## src/hdl/psl_pkg.sv

```systemverilog
package psl_pkg;

    // ----------------------------------------------------------------
    // clock and timing
    // ----------------------------------------------------------------
    localparam int unsigned CLK_HZ = 20_000_000;
    localparam int unsigned SAVE_TIME_MS = 700;
    localparam int unsigned SAVE_CYCLES = SAVE_TIME_MS * (CLK_HZ / 1000);
    localparam int unsigned UNLOCK_TIME_S = 15;
    localparam int unsigned UNLOCK_CYCLES = UNLOCK_TIME_S * CLK_HZ;

    // ----------------------------------------------------------------
    // register indexes (byte address is four times the index)
    // ----------------------------------------------------------------
    localparam int DATA_W = 10;
    localparam int IDX_W = 5;
    localparam int NUM_REGS = 32;
    localparam logic [4:0] IDX_CFG_LAST = 5'h15;
    localparam logic [4:0] IDX_LOCK = 5'h0b;
    localparam logic [4:0] IDX_PART = 5'h0f;
    localparam logic [4:0] IDX_SPEED = 5'h10;
    localparam logic [4:0] IDX_CTRL = 5'h1c;
    localparam logic [4:0] IDX_MASK = 5'h1d;
    localparam logic [4:0] IDX_FAULT_OUTPUT_PIN = 5'h1e;
    localparam logic [4:0] IDX_RUN = 5'h1f;

    // ----------------------------------------------------------------
    // field layouts and reset values
    // ----------------------------------------------------------------
    localparam int SAVE_BIT = 9;
    localparam logic [9:0] PART_MASK = 10'h0f0;
    localparam logic [9:0] MASK_WR_MASK = 10'h3f8;
    localparam logic [9:0] FAULT_OUTPUT_PIN_WR_MASK = 10'h01c;
    localparam logic [9:0] COUNT_MAX = 10'h3ff;
    localparam logic [9:0] REG_RST = 10'h000;
    localparam logic [15:0] LFSR_SEED = 16'hace1;
    localparam logic [15:0] LFSR_TAPS = 16'hb400;

    // ----------------------------------------------------------------
    // types
    // ----------------------------------------------------------------
    typedef struct packed {
        logic ff;
        logic por;
        logic me;
        logic wd;
        logic oc;
        logic ee;
    } psl_crit_t;

    typedef struct packed {
        logic tw;
        logic ot;
        logic los;
        logic pmf;
        logic hoc;
        logic ovm;
        logic uvm;
    } psl_fault_t;

    typedef enum logic [2:0] {
        ST_IDLE,
        ST_LOAD_RD,
        ST_LOAD_WR,
        ST_SAVE_RD,
        ST_SAVE_WR,
        ST_SAVE_WAIT,
        ST_CLEAR
    } psl_state_t;

endpackage : psl_pkg

```

## src/hdl/psl_ctrl.sv

```systemverilog
// Our own choices: the APB interface to the registers and the register offsets.
`timescale 1ns/1ps
module psl_ctrl #(
    parameter int unsigned SAVE_CYC = psl_pkg::SAVE_CYCLES,
    parameter int unsigned UNLOCK_CYC = psl_pkg::UNLOCK_CYCLES
) (
    // clock and resets
    input wire logic pclk,
    input wire logic presetn,
    input wire logic nvm_rst_n,
    // apb slave
    input wire logic psel,
    input wire logic penable,
    input wire logic pwrite,
    input wire logic [7:0] paddr,
    input wire logic [31:0] pwdata,
    input wire logic [3:0] pstrb,
    output logic [31:0] prdata,
    output logic pready,
    output logic pslverr,
    // pin and neighbouring logic inputs
    input wire logic vpp_ok_pin,
    input wire logic motor_running,
    input wire logic lp_wake,
    input wire logic [9:0] speed_voltage_input,
    input wire psl_pkg::psl_crit_t crit_set,
    input wire psl_pkg::psl_fault_t fault_set,
    // motor side outputs
    output logic coast_q,
    output logic save_busy_q,
    output logic locked_q,
    output logic reg_speed_en_q,
    output logic [9:0] speed_ref_q,
    output logic [9:0] run_q,
    output logic fault_output_pin_n_q
);

    // ----------------------------------------------------------------
    // helpers
    // ----------------------------------------------------------------

    // write count after a good save, wraps once then saturates
    function automatic logic [10:0] next_count(input logic [9:0] cnt, input logic worn);
        logic [10:0] r;
        r = {worn, cnt + 10'h001};
        if (cnt == psl_pkg::COUNT_MAX) begin
            r = worn ? {1'b1, psl_pkg::COUNT_MAX} : {1'b1, 10'h000};
        end
        return r;
    endfunction : next_count

    // ----------------------------------------------------------------
    // state
    // ----------------------------------------------------------------
    psl_pkg::psl_state_t state_q;
    psl_pkg::psl_state_t state_d;
    logic [4:0] idx_q;
    logic [31:0] tmr_q;
    logic [31:0] ul_tmr_q;
    logic ul_run_q;
    logic pw_ok_q;
    logic fail_lat_q;
    logic mem_ok_q;
    logic save_trig_q;
    logic [9:0] mask_q;
    logic [9:0] fault_output_pin_q;
    logic [9:0] cfg_speed_q;
    logic [9:0] nvm_code_q;
    logic [9:0] wcc_q;
    logic wear_q;
    psl_pkg::psl_crit_t crit_q;
    psl_pkg::psl_fault_t fault_q;
    logic [15:0] lfsr_q;
    logic [2:0] vpp_s_q;
    logic vpp_ok_q;

    // ----------------------------------------------------------------
    // bus decode
    // ----------------------------------------------------------------
    wire logic [4:0] a_idx = paddr[6:2];
    wire logic a_cfg = a_idx <= psl_pkg::IDX_CFG_LAST;
    wire logic a_in_map = ~paddr[7] & (a_cfg | a_idx >= psl_pkg::IDX_CTRL);
    wire logic acc = psel & penable & ~pready;
    wire logic busy = state_q != psl_pkg::ST_IDLE;
    wire logic eff_lock = locked_q & ~pw_ok_q;
    wire logic needs_mem = a_cfg & a_in_map;
    wire logic wr_full = pstrb[1:0] == 2'b11;
    wire logic mem_issue = acc & needs_mem & ~busy & ~mem_ok_q;
    wire logic go = acc & (~needs_mem | mem_ok_q);
    wire logic wr_ok = go & pwrite & wr_full & a_in_map & ~eff_lock;
    wire logic [9:0] wdat = pwdata[9:0];

    // ----------------------------------------------------------------
    // save, load and clear sequencing
    // ----------------------------------------------------------------
    wire logic save_start = wr_ok & (a_idx == psl_pkg::IDX_CTRL) & save_trig_q
        & ~wdat[psl_pkg::SAVE_BIT] & ~busy;
    wire logic in_save = state_q == psl_pkg::ST_SAVE_RD | state_q == psl_pkg::ST_SAVE_WR
        | state_q == psl_pkg::ST_SAVE_WAIT;
    wire logic tmr_done = tmr_q >= SAVE_CYC - 32'd1;
    wire logic save_end = state_q == psl_pkg::ST_SAVE_WAIT & tmr_done;
    wire logic save_ok = save_end & ~fail_lat_q & vpp_ok_q;
    wire logic save_fail = save_end & ~save_ok;
    wire logic ul_done = ul_run_q & (ul_tmr_q >= UNLOCK_CYC - 32'd1);
    wire logic last_idx = idx_q == psl_pkg::IDX_CFG_LAST;
    wire logic [10:0] cnt_next = next_count(wcc_q, wear_q);

    // next state of the sequencer
    always_comb begin
        state_d = state_q;
        unique case (state_q)
            psl_pkg::ST_IDLE: state_d = save_start ? psl_pkg::ST_SAVE_RD :
                ul_done ? psl_pkg::ST_CLEAR : psl_pkg::ST_IDLE;
            psl_pkg::ST_LOAD_RD: state_d = psl_pkg::ST_LOAD_WR;
            psl_pkg::ST_LOAD_WR: state_d = last_idx ? psl_pkg::ST_IDLE : psl_pkg::ST_LOAD_RD;
            psl_pkg::ST_SAVE_RD: state_d = psl_pkg::ST_SAVE_WR;
            psl_pkg::ST_SAVE_WR: state_d = last_idx ? psl_pkg::ST_SAVE_WAIT : psl_pkg::ST_SAVE_RD;
            psl_pkg::ST_SAVE_WAIT: state_d = tmr_done ? psl_pkg::ST_IDLE : psl_pkg::ST_SAVE_WAIT;
            psl_pkg::ST_CLEAR: state_d = psl_pkg::ST_IDLE;
        endcase
    end

    // ----------------------------------------------------------------
    // memory ports: live registers and nonvolatile store
    // ----------------------------------------------------------------
    logic [9:0] sh_rdata;
    logic [9:0] nvm_rdata;
    wire logic sh_re = busy ? state_q == psl_pkg::ST_SAVE_RD : mem_issue & ~pwrite;
    wire logic sh_apb_we = mem_issue & pwrite & wr_full & ~eff_lock;
    wire logic sh_we = busy ? state_q == psl_pkg::ST_LOAD_WR : sh_apb_we;
    wire logic [4:0] sh_addr = busy ? idx_q : a_idx;
    wire logic [9:0] sh_wdata = busy ? nvm_rdata : wdat;
    wire logic nvm_clr = state_q == psl_pkg::ST_CLEAR;
    wire logic nvm_re = state_q == psl_pkg::ST_LOAD_RD;
    wire logic nvm_we = state_q == psl_pkg::ST_SAVE_WR | nvm_clr;
    wire logic [4:0] nvm_addr = nvm_clr ? psl_pkg::IDX_LOCK : idx_q;
    wire logic [9:0] nvm_wdata = nvm_clr ? 10'h000 : sh_rdata;

    // live register set
    psl_mem #(.W(psl_pkg::DATA_W), .D(psl_pkg::NUM_REGS), .AW(psl_pkg::IDX_W)) u_live (
        .clk(pclk), .rst_n(presetn), .addr(sh_addr), .re(sh_re),
        .we(sh_we), .wdata(sh_wdata), .rdata_q(sh_rdata)
    );

    // nonvolatile store, survives presetn
    psl_mem #(.W(psl_pkg::DATA_W), .D(psl_pkg::NUM_REGS), .AW(psl_pkg::IDX_W)) u_store (
        .clk(pclk), .rst_n(nvm_rst_n), .addr(nvm_addr), .re(nvm_re),
        .we(nvm_we), .wdata(nvm_wdata), .rdata_q(nvm_rdata)
    );

    // ----------------------------------------------------------------
    // read data
    // ----------------------------------------------------------------
    wire logic a_open = a_idx == psl_pkg::IDX_CTRL | a_idx == psl_pkg::IDX_FAULT_OUTPUT_PIN;
    wire logic [9:0] body_raw = ~a_in_map ? 10'h000 : a_cfg ? sh_rdata :
        a_idx == psl_pkg::IDX_CTRL ? wcc_q : a_idx == psl_pkg::IDX_MASK ? mask_q :
        a_idx == psl_pkg::IDX_FAULT_OUTPUT_PIN ? {fault_q, 3'b000} : run_q;
    wire logic [9:0] part_keep = a_idx == psl_pkg::IDX_PART ? psl_pkg::PART_MASK : 10'h000;
    wire logic [9:0] body_lock = (body_raw & part_keep) | (lfsr_q[9:0] & ~part_keep);
    wire logic [9:0] body = eff_lock & ~a_open ? body_lock : body_raw;
    wire logic [15:0] rd_word = {crit_q, body};

    // apb answer, one wait cycle, or two for the register set plus the rest of any running load or save
    always_ff @(posedge pclk or negedge presetn) begin
        if (!presetn) begin
            pready <= 1'b0;
            pslverr <= 1'b0;
            prdata <= 32'h0000_0000;
            mem_ok_q <= 1'b0;
        end else begin
            pready <= go;
            pslverr <= go & ~a_in_map;
            mem_ok_q <= mem_issue | (mem_ok_q & ~go);
            if (go & ~pwrite) begin
                prdata <= {16'h0000, rd_word};
            end
        end
    end

    // ----------------------------------------------------------------
    // sequencer registers
    // ----------------------------------------------------------------
    always_ff @(posedge pclk or negedge presetn) begin
        if (!presetn) begin
            state_q <= psl_pkg::ST_LOAD_RD;
            idx_q <= 5'h00;
            tmr_q <= 32'h0000_0000;
            fail_lat_q <= 1'b0;
        end else begin
            state_q <= state_d;
            if (state_q == psl_pkg::ST_LOAD_WR | state_q == psl_pkg::ST_SAVE_WR) begin
                idx_q <= last_idx ? 5'h00 : idx_q + 5'h01;
            end
            if (save_start) begin
                tmr_q <= 32'h0000_0000;
                fail_lat_q <= 1'b0;
            end else if (in_save) begin
                tmr_q <= tmr_q + 32'h0000_0001;
                fail_lat_q <= fail_lat_q | ~vpp_ok_q;
            end
        end
    end

    // ----------------------------------------------------------------
    // control registers written by software
    // ----------------------------------------------------------------
    always_ff @(posedge pclk or negedge presetn) begin
        if (!presetn) begin
            save_trig_q <= 1'b0;
            mask_q <= psl_pkg::REG_RST;
            fault_output_pin_q <= psl_pkg::REG_RST;
            run_q <= psl_pkg::REG_RST;
        end else if (wr_ok) begin
            if (a_idx == psl_pkg::IDX_CTRL) begin
                save_trig_q <= wdat[psl_pkg::SAVE_BIT];
            end
            if (a_idx == psl_pkg::IDX_MASK) begin
                mask_q <= wdat & psl_pkg::MASK_WR_MASK;
            end
            if (a_idx == psl_pkg::IDX_FAULT_OUTPUT_PIN) begin
                fault_output_pin_q <= wdat & psl_pkg::FAULT_OUTPUT_PIN_WR_MASK;
            end
            if (a_idx == psl_pkg::IDX_RUN & ~save_busy_q) begin
                run_q <= wdat;
            end
        end
    end

    // ----------------------------------------------------------------
    // lock state and code handling
    // ----------------------------------------------------------------
    wire logic code_try = go & pwrite & wr_full & locked_q & (a_idx == psl_pkg::IDX_LOCK);
    wire logic code_match = code_try & (wdat == nvm_code_q) & ~ul_run_q;
    wire logic load_end = state_q == psl_pkg::ST_LOAD_WR & last_idx;

    // lock mode, unlock timer, mirror of stored code
    always_ff @(posedge pclk or negedge presetn) begin
        if (!presetn) begin
            locked_q <= 1'b0;
            pw_ok_q <= 1'b0;
            ul_run_q <= 1'b0;
            ul_tmr_q <= 32'h0000_0000;
            nvm_code_q <= psl_pkg::REG_RST;
        end else begin
            if (state_q == psl_pkg::ST_LOAD_WR & idx_q == psl_pkg::IDX_LOCK) begin
                nvm_code_q <= nvm_rdata;
            end else if (state_q == psl_pkg::ST_SAVE_WR & idx_q == psl_pkg::IDX_LOCK) begin
                nvm_code_q <= sh_rdata;
            end else if (nvm_clr) begin
                nvm_code_q <= 10'h000;
            end
            if (load_end | (lp_wake & ~busy)) begin
                locked_q <= nvm_code_q != 10'h000;
                pw_ok_q <= 1'b0;
            end
            if (code_match) begin
                pw_ok_q <= 1'b1;
                ul_run_q <= 1'b1;
                ul_tmr_q <= 32'h0000_0000;
            end else if (ul_done & ~busy) begin
                ul_run_q <= 1'b0;
            end else if (ul_run_q & ~ul_done) begin
                ul_tmr_q <= ul_tmr_q + 32'h0000_0001;
            end
        end
    end

    // ----------------------------------------------------------------
    // write count and flags
    // ----------------------------------------------------------------
    // count and wear flag sit with the store, so a power cycle keeps them
    always_ff @(posedge pclk or negedge nvm_rst_n) begin
        if (!nvm_rst_n) begin
            wcc_q <= psl_pkg::REG_RST;
            wear_q <= 1'b0;
        end else if (save_ok) begin
            wcc_q <= cnt_next[9:0];
            wear_q <= cnt_next[10];
        end
    end

    // sticky fault flags, cleared by a good save; ee follows the wear flag instead
    always_ff @(posedge pclk or negedge presetn) begin
        if (!presetn) begin
            crit_q <= '0;
            fault_q <= '0;
        end else begin
            crit_q.ee <= wear_q;
            // set wins over the clear of a good save
            crit_q[5:1] <= crit_set[5:1] | {save_fail, 4'h0} | (crit_q[5:1] & ~{5{save_ok}});
            fault_q <= fault_set | (fault_q & ~{7{save_ok}});
        end
    end

    // ----------------------------------------------------------------
    // motor side outputs
    // ----------------------------------------------------------------
    always_ff @(posedge pclk or negedge presetn) begin
        if (!presetn) begin
            coast_q <= 1'b0;
            save_busy_q <= 1'b0;
            reg_speed_en_q <= 1'b0;
            speed_ref_q <= psl_pkg::REG_RST;
            cfg_speed_q <= psl_pkg::REG_RST;
            fault_output_pin_n_q <= 1'b1;
        end else begin
            if (save_start) begin
                coast_q <= motor_running;
                save_busy_q <= 1'b1;
            end else if (save_end) begin
                coast_q <= 1'b0;
                save_busy_q <= 1'b0;
            end
            if (sh_we & sh_addr == psl_pkg::IDX_SPEED) begin
                cfg_speed_q <= sh_wdata;
            end
            reg_speed_en_q <= ~eff_lock;
            if (~save_busy_q) begin
                // analog input alone when locked, register value may override when open
                speed_ref_q <= (~eff_lock & cfg_speed_q != 10'h000) ?
                    cfg_speed_q : speed_voltage_input;
            end
            fault_output_pin_n_q <= ~(|crit_q[5:1]);
        end
    end

    // ----------------------------------------------------------------
    // random source and programming supply sampling
    // ----------------------------------------------------------------
    always_ff @(posedge pclk or negedge presetn) begin
        if (!presetn) begin
            lfsr_q <= psl_pkg::LFSR_SEED;
            vpp_s_q <= 3'b000;
            vpp_ok_q <= 1'b0;
        end else begin
            lfsr_q <= {lfsr_q[14:0], ^(lfsr_q & psl_pkg::LFSR_TAPS)};
            vpp_s_q <= {vpp_s_q[1:0], vpp_ok_pin};
            if (vpp_s_q[1] == vpp_s_q[2]) begin
                vpp_ok_q <= vpp_s_q[2];
            end
        end
    end

endmodule : psl_ctrl

```

## src/hdl/psl_mem.sv

```systemverilog
`timescale 1ns/1ps
module psl_mem #(
    parameter int W = 10,
    parameter int D = 32,
    parameter int AW = 5
) (
    // clock and reset
    input wire logic clk,
    input wire logic rst_n,
    // access port
    input wire logic [AW-1:0] addr,
    input wire logic re,
    input wire logic we,
    input wire logic [W-1:0] wdata,
    output logic [W-1:0] rdata_q
);

    logic [W-1:0] mem_q [D];

    // one port, registered read data
    always_ff @(posedge clk or negedge rst_n) begin
        if (!rst_n) begin
            for (int i = 0; i < D; i++) begin
                mem_q[i] <= '0;
            end
            rdata_q <= '0;
        end else begin
            if (we) begin
                mem_q[addr] <= wdata;
            end
            if (re) begin
                rdata_q <= mem_q[addr];
            end
        end
    end

endmodule : psl_mem

```

## config.mk

```make
export PLATFORM = sky130hd
export DESIGN_NAME = psl_ctrl
export DESIGN_NICKNAME = d
export VERILOG_FILES = /design/src/hdl/psl_pkg.sv /design/src/hdl/psl_ctrl.sv /design/src/hdl/psl_mem.sv
export SDC_FILE = /design/constraint.sdc
export NUM_CORES = 2
export LEC_CHECK = 0
export ABC_AREA = 1
export BUFFER_PORTS_ARGS = -buffer_cell sky130_fd_sc_hd__buf_2
export CAP_MARGIN = 20
export CORE_ASPECT_RATIO = 1.2
export CORE_UTILIZATION = 55
export DETAILED_ROUTE_END_ITERATION = 8
export GPL_ROUTABILITY_DRIVEN = 1
export PLACE_DENSITY = 0.69
export SYNTH_ARGS = -nofsm -noshare
export SYNTH_HDL_FRONTEND = slang
export SYNTH_HIERARCHICAL = 1
export SYNTH_SLANG_ARGS = --single-unit
export TNS_END_PERCENT = 100
```

## constraint.sdc

```tcl
create_clock -name pclk -period 4.19 [get_ports pclk]
set_input_delay 0.6285 -clock pclk [delete_from_list [all_inputs] [get_ports pclk]]
set_output_delay 0.6285 -clock pclk [all_outputs]
set_load 0.05 [all_outputs]
```

==> impl_metrics.csv <==
group,metric,value,unit
clock_tree,cts.reportedPaths.clkPinSlew,0.06,ns
sta,finalCriticalPeriod,4.00,ns
logic_synthesis,synthCells,5605,
setup_path,worst_path_max_delay_cell,"nor2_1",
clock_tree,hold_buffers,0,
setup_path,reg2reg_depth,9,
floorplan,die-area,76700,um^2
sta,hold_viol,0,
floorplan,coreArea,74900,um^2
clock_tree,clock_latency,0.66,ns
setup_path,cp-start-kind,"flip-flop",
setup_path,crit_fanout,32,
final_layout,antenna_cells,0,
power,powerDensity,600,nW/um^2
clock_tree,cts_setup_buffers,0,
sta,tns,0,ns
final_layout,area_delta_synth_final,10.3,%
routing,drt_pass1_iterations,6,
global_routing,grt_usage,29.1,%
final_layout,final_cells,6616,
sta,max-slew-margin-rel,27.7,%
final_layout,fillers,6818,
setup_path,critical_path_class,"flip-flop to flip-flop",
global_routing,grt_pass1_wl,177000,um
clock_tree,cts_buffers,87,
sta,setup-violations-final,0,
setup_path,rr_startpoint,"state_q[1]",
logic_synthesis,synth_area,41600,um^2
logic_synthesis,synth-seq-cells,851,
global_routing,grt_remaining_overflow,0,
floorplan,die-height,303,um
clock_tree,cts.sinks,851,
clock_tree,cts_resized,0,
place,gp_congestion,0.967,
floorplan,die_w,253,um
run_status,status,"completed",
clock_tree,clockBufferDepth,3,
routing,drt_iter0_drc,3574,
setup_path,crit_path_cell_trace,"nor2_4 > nand2_4 > clkinv_2 > nand4_2 > o21ai_2 > inv_1 > nor2_1 > nand2_1 > o21ai_0",
final_layout,finalInstanceArea,45900,um^2
global_routing,grt_antenna_before_repair,0,
routing,detail-route-antenna-nets,0,
global_routing,grt_max_degree,126,
clock_tree,clockRootBuffer,"clkbuf_16",
routing,avgRoutedWirePerCell,16.7,um
logic_synthesis,ys_seq_area_share,51.3,%
sta,skew,0.0209,ns
sta,tightest_slew,1.08,ns
sta,drv_slew,0,
final_layout,layout_commonest_cell,"nand2_1",
clock_tree,cts_max_level,3,
run,drv_cap,0,
final_layout,final_nets,5621,
place,hpwl,69600,um
logic_synthesis,synth.avg_cell_area,7.42,um^2
floorplan,rows,110,
routing,via_count,35500,
logic_synthesis,synth-warning-count,6,
logic_synthesis,ys_types,55,
sta,fin_crit_sh,95.4,%
sta,max_freq,250,MHz
setup_path,crit_arrival,4.55,ns
final_layout,mostFrequentLayoutCells,"nand2_1 (2583), dfrtp_1 (841), o21ai_0 (579)",
setup_path,rr_endpoint,"u_live/mem_q[93]",
sta,rsz0062_at_grt,"false",
setup_path,endpoint_kind,"flip-flop",
floorplan,io_pins,135,
routing,route.detailed.drc,0,
setup_path,slowest_delay,0.85,ns
power,p_total,0.0275,W
power,vdd_drop_max,0.538,mV
worst_hold_path,hold_class,"input pin to async pin",
routing,drt_wl_total,111000,um
logic_synthesis,synthArstFlopShare,100,%
routing,via_per_inst,5.37,
logic_synthesis,synth_ff_type,"dfrtp_1",
logic_synthesis,synth_edf_count,0,
place,io_buffers,91,
setup_path,required,4.74,ns
setup_path,r2r_slack,0.19,ns
power,leakage,23.8,nW
floorplan,start_util,55.5,%
clock_tree,cts_tree,"built",
final_layout,drive_gt1_share,8.20,%
place,place_inst,6455,
place,placed_area,42800,um^2
global_routing,grt_pass1_vias,32400,
## critical path, delay by kind of cell, from the launching register on
kind	cells	cell delay [ns]
simple gates	5	2.06
compound gates	2	0.83
buf+inv	2	0.51
flops	1	0.48
## power by group
part	total [W]	switching, W	internal [W]	leakage (nW)
clock	0.00800	0.00330	0.00471	1.45
combinational	0.00907	0.00687	0.00220	11.1
sequential	0.0104	0.000843	0.00958	11.3
## synth_stat cells, drive strengths merged (5+ instances only)
cell | count | area [um^2]
dfrtp | 841 | 21000
nor3 | 56 | 322
clkbuf | 243 | 912
inv | 270 | 1010
dfstp | 10 | 263
a21oi | 114 | 574
buf | 128 | 674
nand3 | 284 | 1440
nand2 | 2597 | 9790
nor4 | 7 | 43.8
xor2 | 23 | 201
o22ai | 7 | 43.8
nor2 | 254 | 1010
o211ai | 13 | 97.6
ha | 5 | 62.6
nand4 | 42 | 297
xnor2 | 12 | 105
nand3b | 14 | 118
or2 | 31 | 194
o21ai | 625 | 3140
a21boi | 7 | 52.6
## layer usage
metal	part of all wire [%]	wire length, um	GRT usage [%]	vias up
li1	-	-	-	17500
met1	46	51000	42.5	16700
met2	44	49200	45.1	1117
met3	6.8	7540	3.72	156
met4	2.6	2900	9.34	0
met5	0	0	0	-
## state kept, by name, indices dropped and copies added (netlist names), 5 cells and up
signal,count
u_live/mem_q,320
mask_q,7
speed_ref_q,10
wcc_q,10
u_live/rdata_q,10
fault_q,7
idx_q,5
u_store/rdata_q,10
nvm_code_q,10
ul_tmr_q,32
run_q,10
cfg_speed_q,10
crit_q,6
prdata,16
u_store/mem_q,320
tmr_q,32
lfsr_q,16
## per-stage QoR
step	utilization [%]	hold WS (ns)	worst slack, ns
after floorplan	-	0.331	1.80
after global placement	57.1	0.335	0.364
after detailed placement	57.2	0.340	0.293
after CTS	61.1	0.0324	0.332
after global routing	61.3	0.0708	0.00582
final	61.3	0.0165	0.193
## worst max path at each step
| stage | start | endpoint | slack (ns) | cells after the start |
|---|---|---|---|---|
| after floorplan | state_q[0] | u_store/mem_q[290] | 1.80 | 12 |
| after global placement | psel | u_live/mem_q[172] | 0.36 | 10 |
| after detailed placement | paddr[5] | u_live/mem_q[93] | 0.29 | 10 |
| after CTS | state_q[1] | u_live/mem_q[93] | 0.33 | 9 |
| after global routing | state_q[1] | u_live/mem_q[132] | 0.006 | 9 |
| final | state_q[1] | u_live/mem_q[93] | 0.19 | 9 |
## cells by family (layout without fill, tap and decap cells)
family	Yosys count	in the layout	share of synthesized area [%]
other	1	16	0.00902
buffers and inverters	644	632	6.28
XOR/XNOR	35	35	0.737
flip-flops	851	851	51.3
adder cells (fa/ha/maj)	6	6	0.175
AO/OA/AOI/OAI	777	777	9.63
AND/OR/NAND/NOR	3291	3291	31.9
## area by class of cell
| type | instances | area [um^2] | area share, % |
|---|---|---|---|
| tap | 1008 | 1260 | 2.75 |
| inverter | 273 | 1030 | 2.25 |
| clock buffer | 127 | 2540 | 5.53 |
| sequential | 851 | 21300 | 46.5 |
| timing repair buffer | 202 | 1530 | 3.33 |
| multi-input combinational | 4125 | 17800 | 38.8 |
| clock inverter | 30 | 415 | 0.906 |
No activity file was read; power rests on OpenSTA's default activity.
